[config.mk]
export PLATFORM = sky130hd
export DESIGN_NAME = scc_ctrl
export DESIGN_NICKNAME = d
export VERILOG_FILES = /design/src/rtl/scc_pkg.sv /design/src/rtl/scc_ctrl.sv
export VERILOG_INCLUDE_DIRS = /design/src /design/src/rtl
export SDC_FILE = /design/constraint.sdc
export NUM_CORES = 1
export LEC_CHECK = 0
export BUFFER_PORTS_ARGS = -buffer_cell sky130_fd_sc_hd__buf_2
export CAP_MARGIN = 30
export CORE_MARGIN = 2
export CORE_UTILIZATION = 30
export CTS_CLUSTER_DIAMETER = 100
export CTS_CLUSTER_SIZE = 25
export DETAILED_ROUTE_END_ITERATION = 12
export GPL_ROUTABILITY_DRIVEN = 0
export GPL_TIMING_DRIVEN = 0
export PLACE_DENSITY = 0.56
export SETUP_SLACK_MARGIN = 0.3
export SYNTH_ARGS = -nofsm -noshare
export SYNTH_HDL_FRONTEND = slang
export SYNTH_SLANG_ARGS = --single-unit
[constraint.sdc]
create_clock -name clk_i -period 2.2 [get_ports clk_i]
set_clock_uncertainty 0.2 [all_clocks]
set_input_delay 0.22 -clock clk_i [delete_from_list [all_inputs] [get_ports clk_i]]
set_output_delay 0.22 -clock clk_i [all_outputs]
set_load 0.05 [all_outputs]
[src/rtl/scc_params.svh]
`ifndef SCC_PARAMS_SVH
`define SCC_PARAMS_SVH

// Register indices; byte address is four times the index
`define SCC_IDX_PRIMARY     6'h00
`define SCC_IDX_SECONDARY   6'h01
`define SCC_IDX_STATUS      6'h03
`define SCC_IDX_IRQ_STAT    6'h08
`define SCC_IDX_IRQ_MASK    6'h09

// Primary control fields
`define SCC_P_MAIN_IRQ      7
`define SCC_P_ENABLE        6
`define SCC_P_TX_IRQ        5
`define SCC_P_ROLE          4
`define SCC_P_POL           3
`define SCC_P_PHASE         2
`define SCC_P_SS_OE         1
`define SCC_P_LSB           0

// Secondary control fields
`define SCC_S_FAULT_EN      4
`define SCC_S_BIDIR_OE      3
`define SCC_S_WAIT_STOP     1
`define SCC_S_PIN_CTRL      0
`define SCC_S_WMASK         8'h1b

// Status fields
`define SCC_ST_DONE         7
`define SCC_ST_FAULT        4
`define SCC_ST_TXE          5

// Reset values
`define SCC_PRIMARY_RST     8'h00
`define SCC_SECONDARY_RST   8'h00
`define SCC_IRQ_RST         3'h0

// Serial edge counts per byte
`define SCC_EDGES_PER_BYTE  5'h10

`endif

[src/rtl/scc_pkg.sv]
`default_nettype none

package scc_pkg;

  typedef struct packed {
    logic mosi;
    logic mosi_oe;
    logic miso;
    logic miso_oe;
    logic ss;
    logic ss_oe;
    logic sck;
    logic sck_oe;
  } scc_pins_t;

  typedef struct packed {
    logic sck;
    logic ss;
    logic mosi;
    logic miso;
  } scc_pin_in_t;

  typedef struct packed {
    logic       sample;
    logic       rx_bit;
    logic [2:0] bit_idx;
  } scc_rx_t;

endpackage

`default_nettype wire

[src/rtl/scc_ctrl.sv]
// Functional notes
// - The interrupt rises on transfer-done or mode-fault only while the main interrupt enable is set.
// - With system enable clear the unit is idle, its flags are cleared and it drives no pin.
// - The interrupt rises on transmit-empty only while the transmit interrupt enable is set.
// - Role select picks slave at 0 and master at 1, and any change of role forces idle.
// - Polarity sets the idle level of SCK, and both ends must agree on it.
// - Phase 0 samples on odd SCK edges 1 to 15, phase 1 on even edges 2 to 16.
// - Bit order shifts MSB first at 0 and LSB first at 1, data register MSB stays at bit 7.
// - As master a changed polarity, phase, select-out, order, fault-enable or pin-control bit aborts to idle.
// - As master in bidirectional mode a changed output enable aborts to idle.
// - As master the select pin is unused, a fault input or a select output per fault-enable and select-out.
// - Fault enable allows mode-fault detection, and when clear the master ignores the select pin.
// - In bidirectional mode the output enable gates MOSI as master and MISO as slave.
// - Wait-stop keeps SCK generation in wait mode at 0 and stops it at 1.
// - Master pins: normal MISO in and MOSI out, bidirectional MOSI in or in/out and MISO unused.
// - Slave pins: normal MISO out and MOSI in, bidirectional MISO in or in/out and MOSI unused.
// - Both control registers read and write at any time, and reserved secondary bits ignore writes.
//
// The APB interface to the registers and the register addresses were chosen for this implementation.
`include "scc_params.svh"
`timescale 1ns/1ps
`default_nettype none

module scc_ctrl
  import scc_pkg::*;
(
  input  wire logic        clk_i,
  input  wire logic        rst_i,
  input  wire logic        psel_i,
  input  wire logic        penable_i,
  input  wire logic        pwrite_i,
  input  wire logic [7:0]  paddr_i,
  input  wire logic [31:0] pwdata_i,
  input  wire logic [3:0]  pstrb_i,
  output logic [31:0]      prdata_o,
  output logic             pready_o,
  output logic             pslverr_o,
  input  wire logic        done_flag_i,
  input  wire logic        tx_empty_flag_i,
  input  wire logic        busy_i,
  input  wire logic        sck_gen_i,
  input  wire logic        tx_bit_i,
  input  wire logic        wait_mode_i,
  input  wire scc_pin_in_t pins_i,
  output scc_pins_t        pins_o,
  output scc_rx_t          rx_o,
  output logic             idle_force_o,
  output logic             sck_run_o,
  output logic             lsb_first_o,
  output logic             irq_o
);

  //////////////////////////////////////////////////////////////////////////
  // Bus decode
  logic [7:0]  primary_q;
  logic [7:0]  secondary_q;
  logic [2:0]  irq_stat_q;
  logic [2:0]  irq_mask_q;
  logic        fault_q;
  logic [5:0]  idx;
  logic        acc;
  logic        wr;
  logic        hit;
  logic        wr_pri;
  logic        wr_sec;
  logic [7:0]  pri_new;
  logic [7:0]  sec_new;
  logic [7:0]  status;

  function automatic logic [7:0] lane0(input logic [7:0] old,
                                       input logic [31:0] d,
                                       input logic [3:0] s,
                                       input logic [7:0] m);
    lane0 = s[0] ? ((old & ~m) | (d[7:0] & m)) : old;
  endfunction

  assign idx       = paddr_i[7:2];
  assign acc       = psel_i & penable_i;
  assign wr        = acc & pwrite_i;
  assign hit       = (idx == `SCC_IDX_PRIMARY) | (idx == `SCC_IDX_SECONDARY) |
                     (idx == `SCC_IDX_STATUS) | (idx == `SCC_IDX_IRQ_STAT) |
                     (idx == `SCC_IDX_IRQ_MASK);
  assign pready_o  = 1'b1;
  assign pslverr_o = acc & ~hit;
  assign wr_pri    = wr & (idx == `SCC_IDX_PRIMARY);
  assign wr_sec    = wr & (idx == `SCC_IDX_SECONDARY);
  assign pri_new   = lane0(primary_q, pwdata_i, pstrb_i, 8'hff);
  assign sec_new   = lane0(secondary_q, pwdata_i, pstrb_i, `SCC_S_WMASK);

  logic en;
  logic master;
  logic pol;
  logic phase;
  logic ss_oe;
  logic fault_en;
  logic bidir_oe;
  logic bidir;

  assign en       = primary_q[`SCC_P_ENABLE];
  assign master   = primary_q[`SCC_P_ROLE];
  assign pol      = primary_q[`SCC_P_POL];
  assign phase    = primary_q[`SCC_P_PHASE];
  assign ss_oe    = primary_q[`SCC_P_SS_OE];
  assign fault_en = secondary_q[`SCC_S_FAULT_EN];
  assign bidir_oe = secondary_q[`SCC_S_BIDIR_OE];
  assign bidir    = secondary_q[`SCC_S_PIN_CTRL];

  always_comb
  begin
    status                = 8'h00;
    status[`SCC_ST_DONE]  = en & done_flag_i;
    status[`SCC_ST_FAULT] = fault_q;
    status[`SCC_ST_TXE]   = en & tx_empty_flag_i;
    prdata_o              = 32'h0000_0000;
    case (idx)
      `SCC_IDX_PRIMARY:   prdata_o[7:0] = primary_q;
      `SCC_IDX_SECONDARY: prdata_o[7:0] = secondary_q;
      `SCC_IDX_STATUS:    prdata_o[7:0] = status;
      `SCC_IDX_IRQ_STAT:  prdata_o[2:0] = irq_stat_q;
      `SCC_IDX_IRQ_MASK:  prdata_o[2:0] = irq_mask_q;
      default:            prdata_o      = 32'h0000_0000;
    endcase
  end

  //////////////////////////////////////////////////////////////////////////
  // Control registers
  always_ff @(posedge clk_i or posedge rst_i)
  begin
    if (rst_i)
    begin
      primary_q   <= `SCC_PRIMARY_RST;
      secondary_q <= `SCC_SECONDARY_RST;
    end
    else
    begin
      if (wr_pri)
        primary_q <= pri_new;
      if (wr_sec)
        secondary_q <= sec_new;
    end
  end

  //////////////////////////////////////////////////////////////////////////
  // Abort on setting change
  logic abort;
  logic [7:0] pri_diff;
  logic [7:0] sec_diff;

  assign pri_diff = pri_new ^ primary_q;
  assign sec_diff = sec_new ^ secondary_q;

  always_comb
  begin
    abort = 1'b0;
    if (wr_pri & pri_diff[`SCC_P_ROLE])
      abort = 1'b1;
    if (master & wr_pri & (pri_diff[`SCC_P_POL] | pri_diff[`SCC_P_PHASE] |
        pri_diff[`SCC_P_SS_OE] | pri_diff[`SCC_P_LSB]))
      abort = 1'b1;
    if (master & wr_sec & (sec_diff[`SCC_S_FAULT_EN] |
        sec_diff[`SCC_S_PIN_CTRL]))
      abort = 1'b1;
    if (master & bidir & wr_sec & sec_diff[`SCC_S_BIDIR_OE])
      abort = 1'b1;
  end

  always_ff @(posedge clk_i or posedge rst_i)
  begin
    if (rst_i)
      idle_force_o <= 1'b1;
    else
      idle_force_o <= ~en | abort | fault_q;
  end

  //////////////////////////////////////////////////////////////////////////
  // Pin synchronisers
  scc_pin_in_t meta_q;
  scc_pin_in_t sync_q;
  logic        sck_old_q;

  always_ff @(posedge clk_i or posedge rst_i)
  begin
    if (rst_i)
    begin
      meta_q    <= '{sck: 1'b0, ss: 1'b1, mosi: 1'b0, miso: 1'b0};
      sync_q    <= '{sck: 1'b0, ss: 1'b1, mosi: 1'b0, miso: 1'b0};
      sck_old_q <= 1'b0;
    end
    else
    begin
      meta_q    <= pins_i;
      sync_q    <= meta_q;
      sck_old_q <= sync_q.sck;
    end
  end

  //////////////////////////////////////////////////////////////////////////
  // Mode fault
  logic fault_in;
  assign fault_in = en & master & fault_en & ~ss_oe & ~sync_q.ss;
  always_ff @(posedge clk_i or posedge rst_i)
  begin
    if (rst_i)
      fault_q <= 1'b0;
    else if (~en)
      fault_q <= 1'b0;
    else if (fault_in)
      fault_q <= 1'b1;
    else if (wr_pri)
      fault_q <= 1'b0;
  end

  //////////////////////////////////////////////////////////////////////////
  // Slave edge counter and sampling
  logic       sck_edge;
  logic       slave_on;
  logic [4:0] edge_cnt_q;
  logic [4:0] edge_nxt;
  logic       odd_edge;

  assign sck_edge = sync_q.sck ^ sck_old_q;
  assign slave_on = en & ~master & ~sync_q.ss;
  assign edge_nxt = edge_cnt_q + 5'h01;
  assign odd_edge = edge_nxt[0];

  always_ff @(posedge clk_i or posedge rst_i)
  begin
    if (rst_i)
      edge_cnt_q <= 5'h00;
    else if (~slave_on | idle_force_o)
      edge_cnt_q <= 5'h00;
    else if (sck_edge & (edge_cnt_q != `SCC_EDGES_PER_BYTE))
      edge_cnt_q <= edge_nxt;
  end

  function automatic logic [2:0] bit_pos(input logic [4:0] e,
                                         input logic lsb);
    logic [2:0] n;
    n = 3'((e - 5'h01) >> 1);
    bit_pos = lsb ? n : 3'h7 - n;
  endfunction

  always_ff @(posedge clk_i or posedge rst_i)
  begin
    if (rst_i)
      rx_o <= '0;
    else
    begin
      rx_o.sample  <= slave_on & ~idle_force_o & sck_edge &
                      (edge_cnt_q != `SCC_EDGES_PER_BYTE) &
                      (odd_edge ^ phase);
      rx_o.rx_bit  <= bidir ? sync_q.miso : sync_q.mosi;
      rx_o.bit_idx <= bit_pos(edge_nxt,
                              primary_q[`SCC_P_LSB]);
      if (master)
        rx_o.rx_bit <= bidir ? sync_q.mosi : sync_q.miso;
    end
  end

  assign lsb_first_o = primary_q[`SCC_P_LSB];
  //////////////////////////////////////////////////////////////////////////
  // Pin drive
  assign sck_run_o = en & master &
                     ~(wait_mode_i & secondary_q[`SCC_S_WAIT_STOP]);

  always_ff @(posedge clk_i or posedge rst_i)
  begin
    if (rst_i)
      pins_o <= '0;
    else
    begin
      pins_o <= '0;
      if (en)
      begin
        if (master)
        begin
          pins_o.sck     <= pol ^ (sck_gen_i & sck_run_o);
          pins_o.sck_oe  <= 1'b1;
          pins_o.mosi    <= tx_bit_i;
          pins_o.mosi_oe <= ~bidir | bidir_oe;
          pins_o.ss      <= ~busy_i;
          pins_o.ss_oe   <= fault_en & ss_oe;
        end
        else
        begin
          pins_o.miso    <= tx_bit_i;
          pins_o.miso_oe <= ~sync_q.ss & (~bidir | bidir_oe);
        end
      end
    end
  end

  //////////////////////////////////////////////////////////////////////////
  // Interrupts
  logic [2:0] ev_lvl;
  logic [2:0] ev_old_q;
  logic [2:0] ev_rise;
  logic [2:0] gate;

  assign ev_lvl  = {en & tx_empty_flag_i, fault_q, en & done_flag_i};
  assign ev_rise = ev_lvl & ~ev_old_q;
  assign gate    = {primary_q[`SCC_P_TX_IRQ],
                    primary_q[`SCC_P_MAIN_IRQ],
                    primary_q[`SCC_P_MAIN_IRQ]};

  always_ff @(posedge clk_i or posedge rst_i)
  begin
    if (rst_i)
    begin
      ev_old_q   <= `SCC_IRQ_RST;
      irq_stat_q <= `SCC_IRQ_RST;
      irq_mask_q <= `SCC_IRQ_RST;
    end
    else
    begin
      ev_old_q <= ev_lvl;
      if (wr & (idx == `SCC_IDX_IRQ_MASK) & pstrb_i[0])
        irq_mask_q <= pwdata_i[2:0];
      if (~en)
        irq_stat_q <= `SCC_IRQ_RST;
      else if (wr & (idx == `SCC_IDX_IRQ_STAT) & pstrb_i[0])
        irq_stat_q <= (irq_stat_q & ~pwdata_i[2:0]) | ev_rise;
      else
        irq_stat_q <= irq_stat_q | ev_rise;
    end
  end

  assign irq_o = |(irq_stat_q & irq_mask_q & gate);
endmodule

`default_nettype wire

# == After elaboration in Yosys (flattened, before gate mapping) ==
# Index checks and enable logic that the tools add are counted.
# totals
register_bits,54
output_inout_bits,51
in_bits,59
# classes
bitwise_logic,71
reduce_logical,3
n_mux,23
n_addsub,3
n_eq_ne,6
# op_table
operator,n
$and 1x1->1,35
$mux 8,3
$pmux 5 s3,1
$and 3x3->3,4
$eq 6x4->1 const B,2
$or 1x1->1,12
$pmux 3 s4,1
$mux 1,10
$mux 5,2
$not 1->1,10
$xor 5x5->5,2
$mux 3,3
$or 8x5->8,1
$eq 6x1->1 const B,1
$eq 6x2->1 const B,1
$logic_not 6->1,1
$not 3->3,2
$or 3x3->3,2
$add 5x1->5 const B,1
$ne 5x5->1 const B,1
$mux 2,2
$mux 4,1
$sub 4x1->4 const B,1
$ne 3x1->1 const B,1
other kinds (4),6

# == Longest topological paths before layout ==
# logic_depth
ltp_word,11
ltp_mapped,7

# == Worst setup path before layout ==
# Ideal clock, no wire load.
# synth_timing
path_kind,input -> output
start,input port paddr_i[5]
end,output port prdata_o[6]
path_buffers,2
path_slack_ns,-0.670
required_time_ns,1.780
path_stages,4
arrival_ns,2.450
cell_sequence,buf_6 > or4_4 > buf_6 > nor4_1
# synth_between
elab_chain_cells,2
# synth_rtl
element,line_no,text
"start, declared",scc_ctrl.sv:32,"input wire logic [7:0] paddr_i,"
$eq 6x2->1 (tied with other cells),scc_ctrl.sv:115,case (idx)
$pmux 5 s3 (*),scc_ctrl.sv:115,
"end, declared",scc_ctrl.sv:35,"output logic [31:0] prdata_o,"
# Mark *: on every way between the ends. The rest lies on a longest branch, timed or not.

# == Worst setup path after layout ==
# layout_timing
start,register primary_q[0]
end,output port prdata_o[0]
# layout_between
elab_chain_cells,1
# layout_rtl
element,line_no,text
"start, declared",scc_ctrl.sv:55,logic [7:0] primary_q;
"start signal, assigned",scc_ctrl.sv:131,primary_q <= `SCC_PRIMARY_RST;
"start signal, assigned",scc_ctrl.sv:137,primary_q <= pri_new;
$pmux 3 s4,scc_ctrl.sv:115,
# No other way between the ends.

==> results.yml <==
sta:
  hold_viol: 0
  max_freq_mhz: 488
  maxSlewViolCount: 0
  slew_headroom_pct: 57.4
  setup_viol: 0
  fin_crit_sh_pct: 93.1
  tightest_slew_ns: 0.633
  rsz0062_at_grt: "true"
  min_period_ns: 2.05
synth:
  syn_area_um2: 2620
  synth-edff-count: 0
  yosys_warnings: 0
  synth_top_family_by_area: "simple AND/OR/NAND/NOR gates"
  avgSynthCellArea_um2: 11.4
  synthSimpleGateAreaFrac_pct: 14.3
  yosys-top-cells-area: "dfrtp_1 45%, buf_4 7.2%, xnor2_1 4.7%"
  yosysTopAreaCellShare_pct: 45.0
  synth_top_cell_by_area: "dfrtp_1"
  synth-compound-area-share_pct: 5.55
  ys_ff_latch: 50
  syn-instance-count: 229
  synth_ff_type: "dfrtp_1"
  synth.distinct_cells: 45
  synthArstFlopShare_pct: 100
  synthMuxAreaShare_pct: 11.2
  ys_seq_area_share_pct: 48.0
  synthAdderAreaFrac_pct: 1.44
  synth_xor_area_share_pct: 7.70
job:
  maxCapViolCount: 0
clocking:
  cts_max_level: 2
  clkTransAtPathRegs_ns: 0.09
  cts_tree: "built"
  cts_sinks: 50
  cts_made_buffers: 5
  clk_latency_ns: 0.30
  cts_buffer_depth: 2
  cts-root-buf: "clkbuf_8"
placed_design:
  portBuffers: 51
  dpl.hpwl_um: 4320
  placed_cell_area_um2: 3140
detailed_routing:
  via_count: 1934
  routed_wl_um: 5960
  route.detailed.drc: 0
  wl_per_cell_um: 13.4
  drt-initial-drc-count: 84
  ant_nets: 0
  viasPerCell: 4.35
  firstDrtPassIters: 4
finish:
  fin_util_pct: 41.2
  drive_gt1_share_pct: 44.5
  n_antenna_cell: 0
  area_delta_synth_final_pct: 35.5
  fillers: 862
  fin_area_um2: 3540
  final_net_count: 398
grt:
  grt_pass1_wl_um: 9690
  grt_usage_pct: 12.7
  grt_pass1_vias: 1880
  grt_overflow_total: 0
  grt_max_degree: 36
  antenna_found_initial: 0
floorplan:
  die_x_um: 97.4
  die_height_um: 97.4
  coreArea_um2: 8590
  ios: 110
  initial_core_util_pct: 30.4
  num_rows: 34
  die-area_um2: 9480
critical_path:
  crit_path_max_incr_delay_ns: 0.45
  crit_chain: "buf_6, mux4_2, and2_4, buf_8"
  crit_path_start_kind: "flop"
  arrival_ns: 1.63
  rr_worst_depth: 5
  endpoint_kind: "output port"
  required_ns: 1.78
  cp_slowest_cell: "mux4_2"
  path_max_fanout: 2
  worstSetupPathType: "reg -> out"
power:
  power.leakage_nw: 1.76
  ir_drop_mv: 0.186
  power_density_nw_per_um2: 507
min_path:
  holdPathStages: 2
  min_path_type: "in -> reg"
run_status:
  status: "finished, final reports clean"
[per-layer routing]
| layer | wire [um] | up-vias | GRT usage (%) | share of wire [%] |
|---|---|---|---|---|
| li1 | - | 940 | - | - |
| met1 | 2720 | 930 | 17.4 | 46 |
| met2 | 2850 | 59 | 20.0 | 48 |
| met3 | 333 | 5 | 2.95 | 5.6 |
| met4 | 68 | 0 | 3.63 | 1.1 |
| met5 | 0 | - | 0 | 0 |
[registers in the layout, indices dropped and copies added, names as in the netlist]
register and flops:
fault_q 1, secondary_q 4, pins_o 8, ev_old_q 3
meta_q 4, edge_cnt_q 5, sync_q 4, primary_q 8
rx_o 5, irq_stat_q 3, irq_mask_q 3, idle_force_o 1
sck_old_q 1
[cells by family (layout without fill, tap and decap cells)]
logic type,after synthesis,in the layout
other,2,25
XOR/XNOR,23,23
multiplexers,21,21
flip-flops,50,50
buffers and inverters,41,126
AND/OR/NAND/NOR,68,68
AO/OA/AOI/OAI,21,21
adder cells (fa/ha/maj),3,3
[report_power, final]
part,internal [mW],switching (mW)
logic,0.119,0.205
clock network,0.227,0.289
registers,0.941,0.0135
total,1.29,0.508
[cell usage after synthesis, drive strengths merged (4+ instances only)]
cell type,count
nor4,4
and2,4
nand2,16
inv,4
a31oi,4
xnor2,14
nand4,4
nor2b,5
nor2,19
dfrtp,47
buf,33
mux2,16
xor2,9
a21oi,7
[placed cells by master (no fill, tap or decap), types with 2 or more instances in the layout]
cell,instances
buf_2,45
dfrtp_1,42
buf_4,40
conb_1,25
nor2_1,17
nand2_1,15
xnor2_1,14
dlygate4sd3_1,13
buf_6,10
xor2_1,9
mux2_4,8
mux2_2,8
a21oi_1,5
nor2b_1,5
clkbuf_8,5
dfrtp_2,5
clkbuf_1,4
nand4_1,4
a31oi_1,4
inv_1,3
and2_4,3
mux2i_1,3
nand3_1,3
dfstp_2,3
or4_1,2
nor4_2,2
and4b_2,2
mux4_2,2
and3_1,2
a21oi_2,2
ha_1,2
[worst paths after layout]
| path | start | endpoint | slack [ns] |
|---|---|---|---|
| setup reg to reg | secondary_q[3] | idle_force_o | 0.28 |
| hold reg to reg | meta_q[1] | sync_q[1] | 0.15 |
| hold / removal | pwdata_i[2] | primary_q[2] | 0.02 |
| setup / recovery | primary_q[0] | prdata_o[0] | 0.15 |
| max in group asynchronous | rst_i | idle_force_o | 1.01 |
| min in group asynchronous | rst_i | pins_o[7] | 0.22 |
[worst max-delay path, delay by kind of cell (launching register included)]
family / cells / cell delay, ns
and+or+nand+nor: 1 / 0.19
buffers and inverters: 2 / 0.26
muxes: 1 / 0.45
DFF: 1 / 0.42
[stage by stage]
step	setup slack [ns]	setup TNS (ns)	power [mW]	hold WS, ns	std cells
after floorplan	0.120	0	1.20	0.0245	252
after global placement	-0.275	-5.87	1.26	0.129	411
after detailed placement	-0.0914	-0.462	1.27	0.0139	412
after CTS	0.164	0	1.81	0.0147	436
after global routing	0.102	0	1.88	0.0219	445
final	0.151	0	1.79	0.0174	445
[what timing repair did]
action                                  in CTS  in global routing
pin swaps                                    0                  2
endpoints found under the setup margin      17                 14
hold buffers                                13                  1
buffers inserted                             3                  9
resized for setup                           22                 18
endpoints found under the hold margin       30                  1
[area by class of cell]
class	instances	area (um2)	share of cell area, %
Clock buffer	8	80.1	2.26
Tap cell	108	135	3.81
Inverter	5	23.8	0.671
Multi-Input combinational cell	161	1220	34.5
Sequential cell	50	1260	35.6
Buffer	36	285	8.05
Timing Repair Buffer	77	534	15.1
No activity file was read; power rests on OpenSTA's default activity.
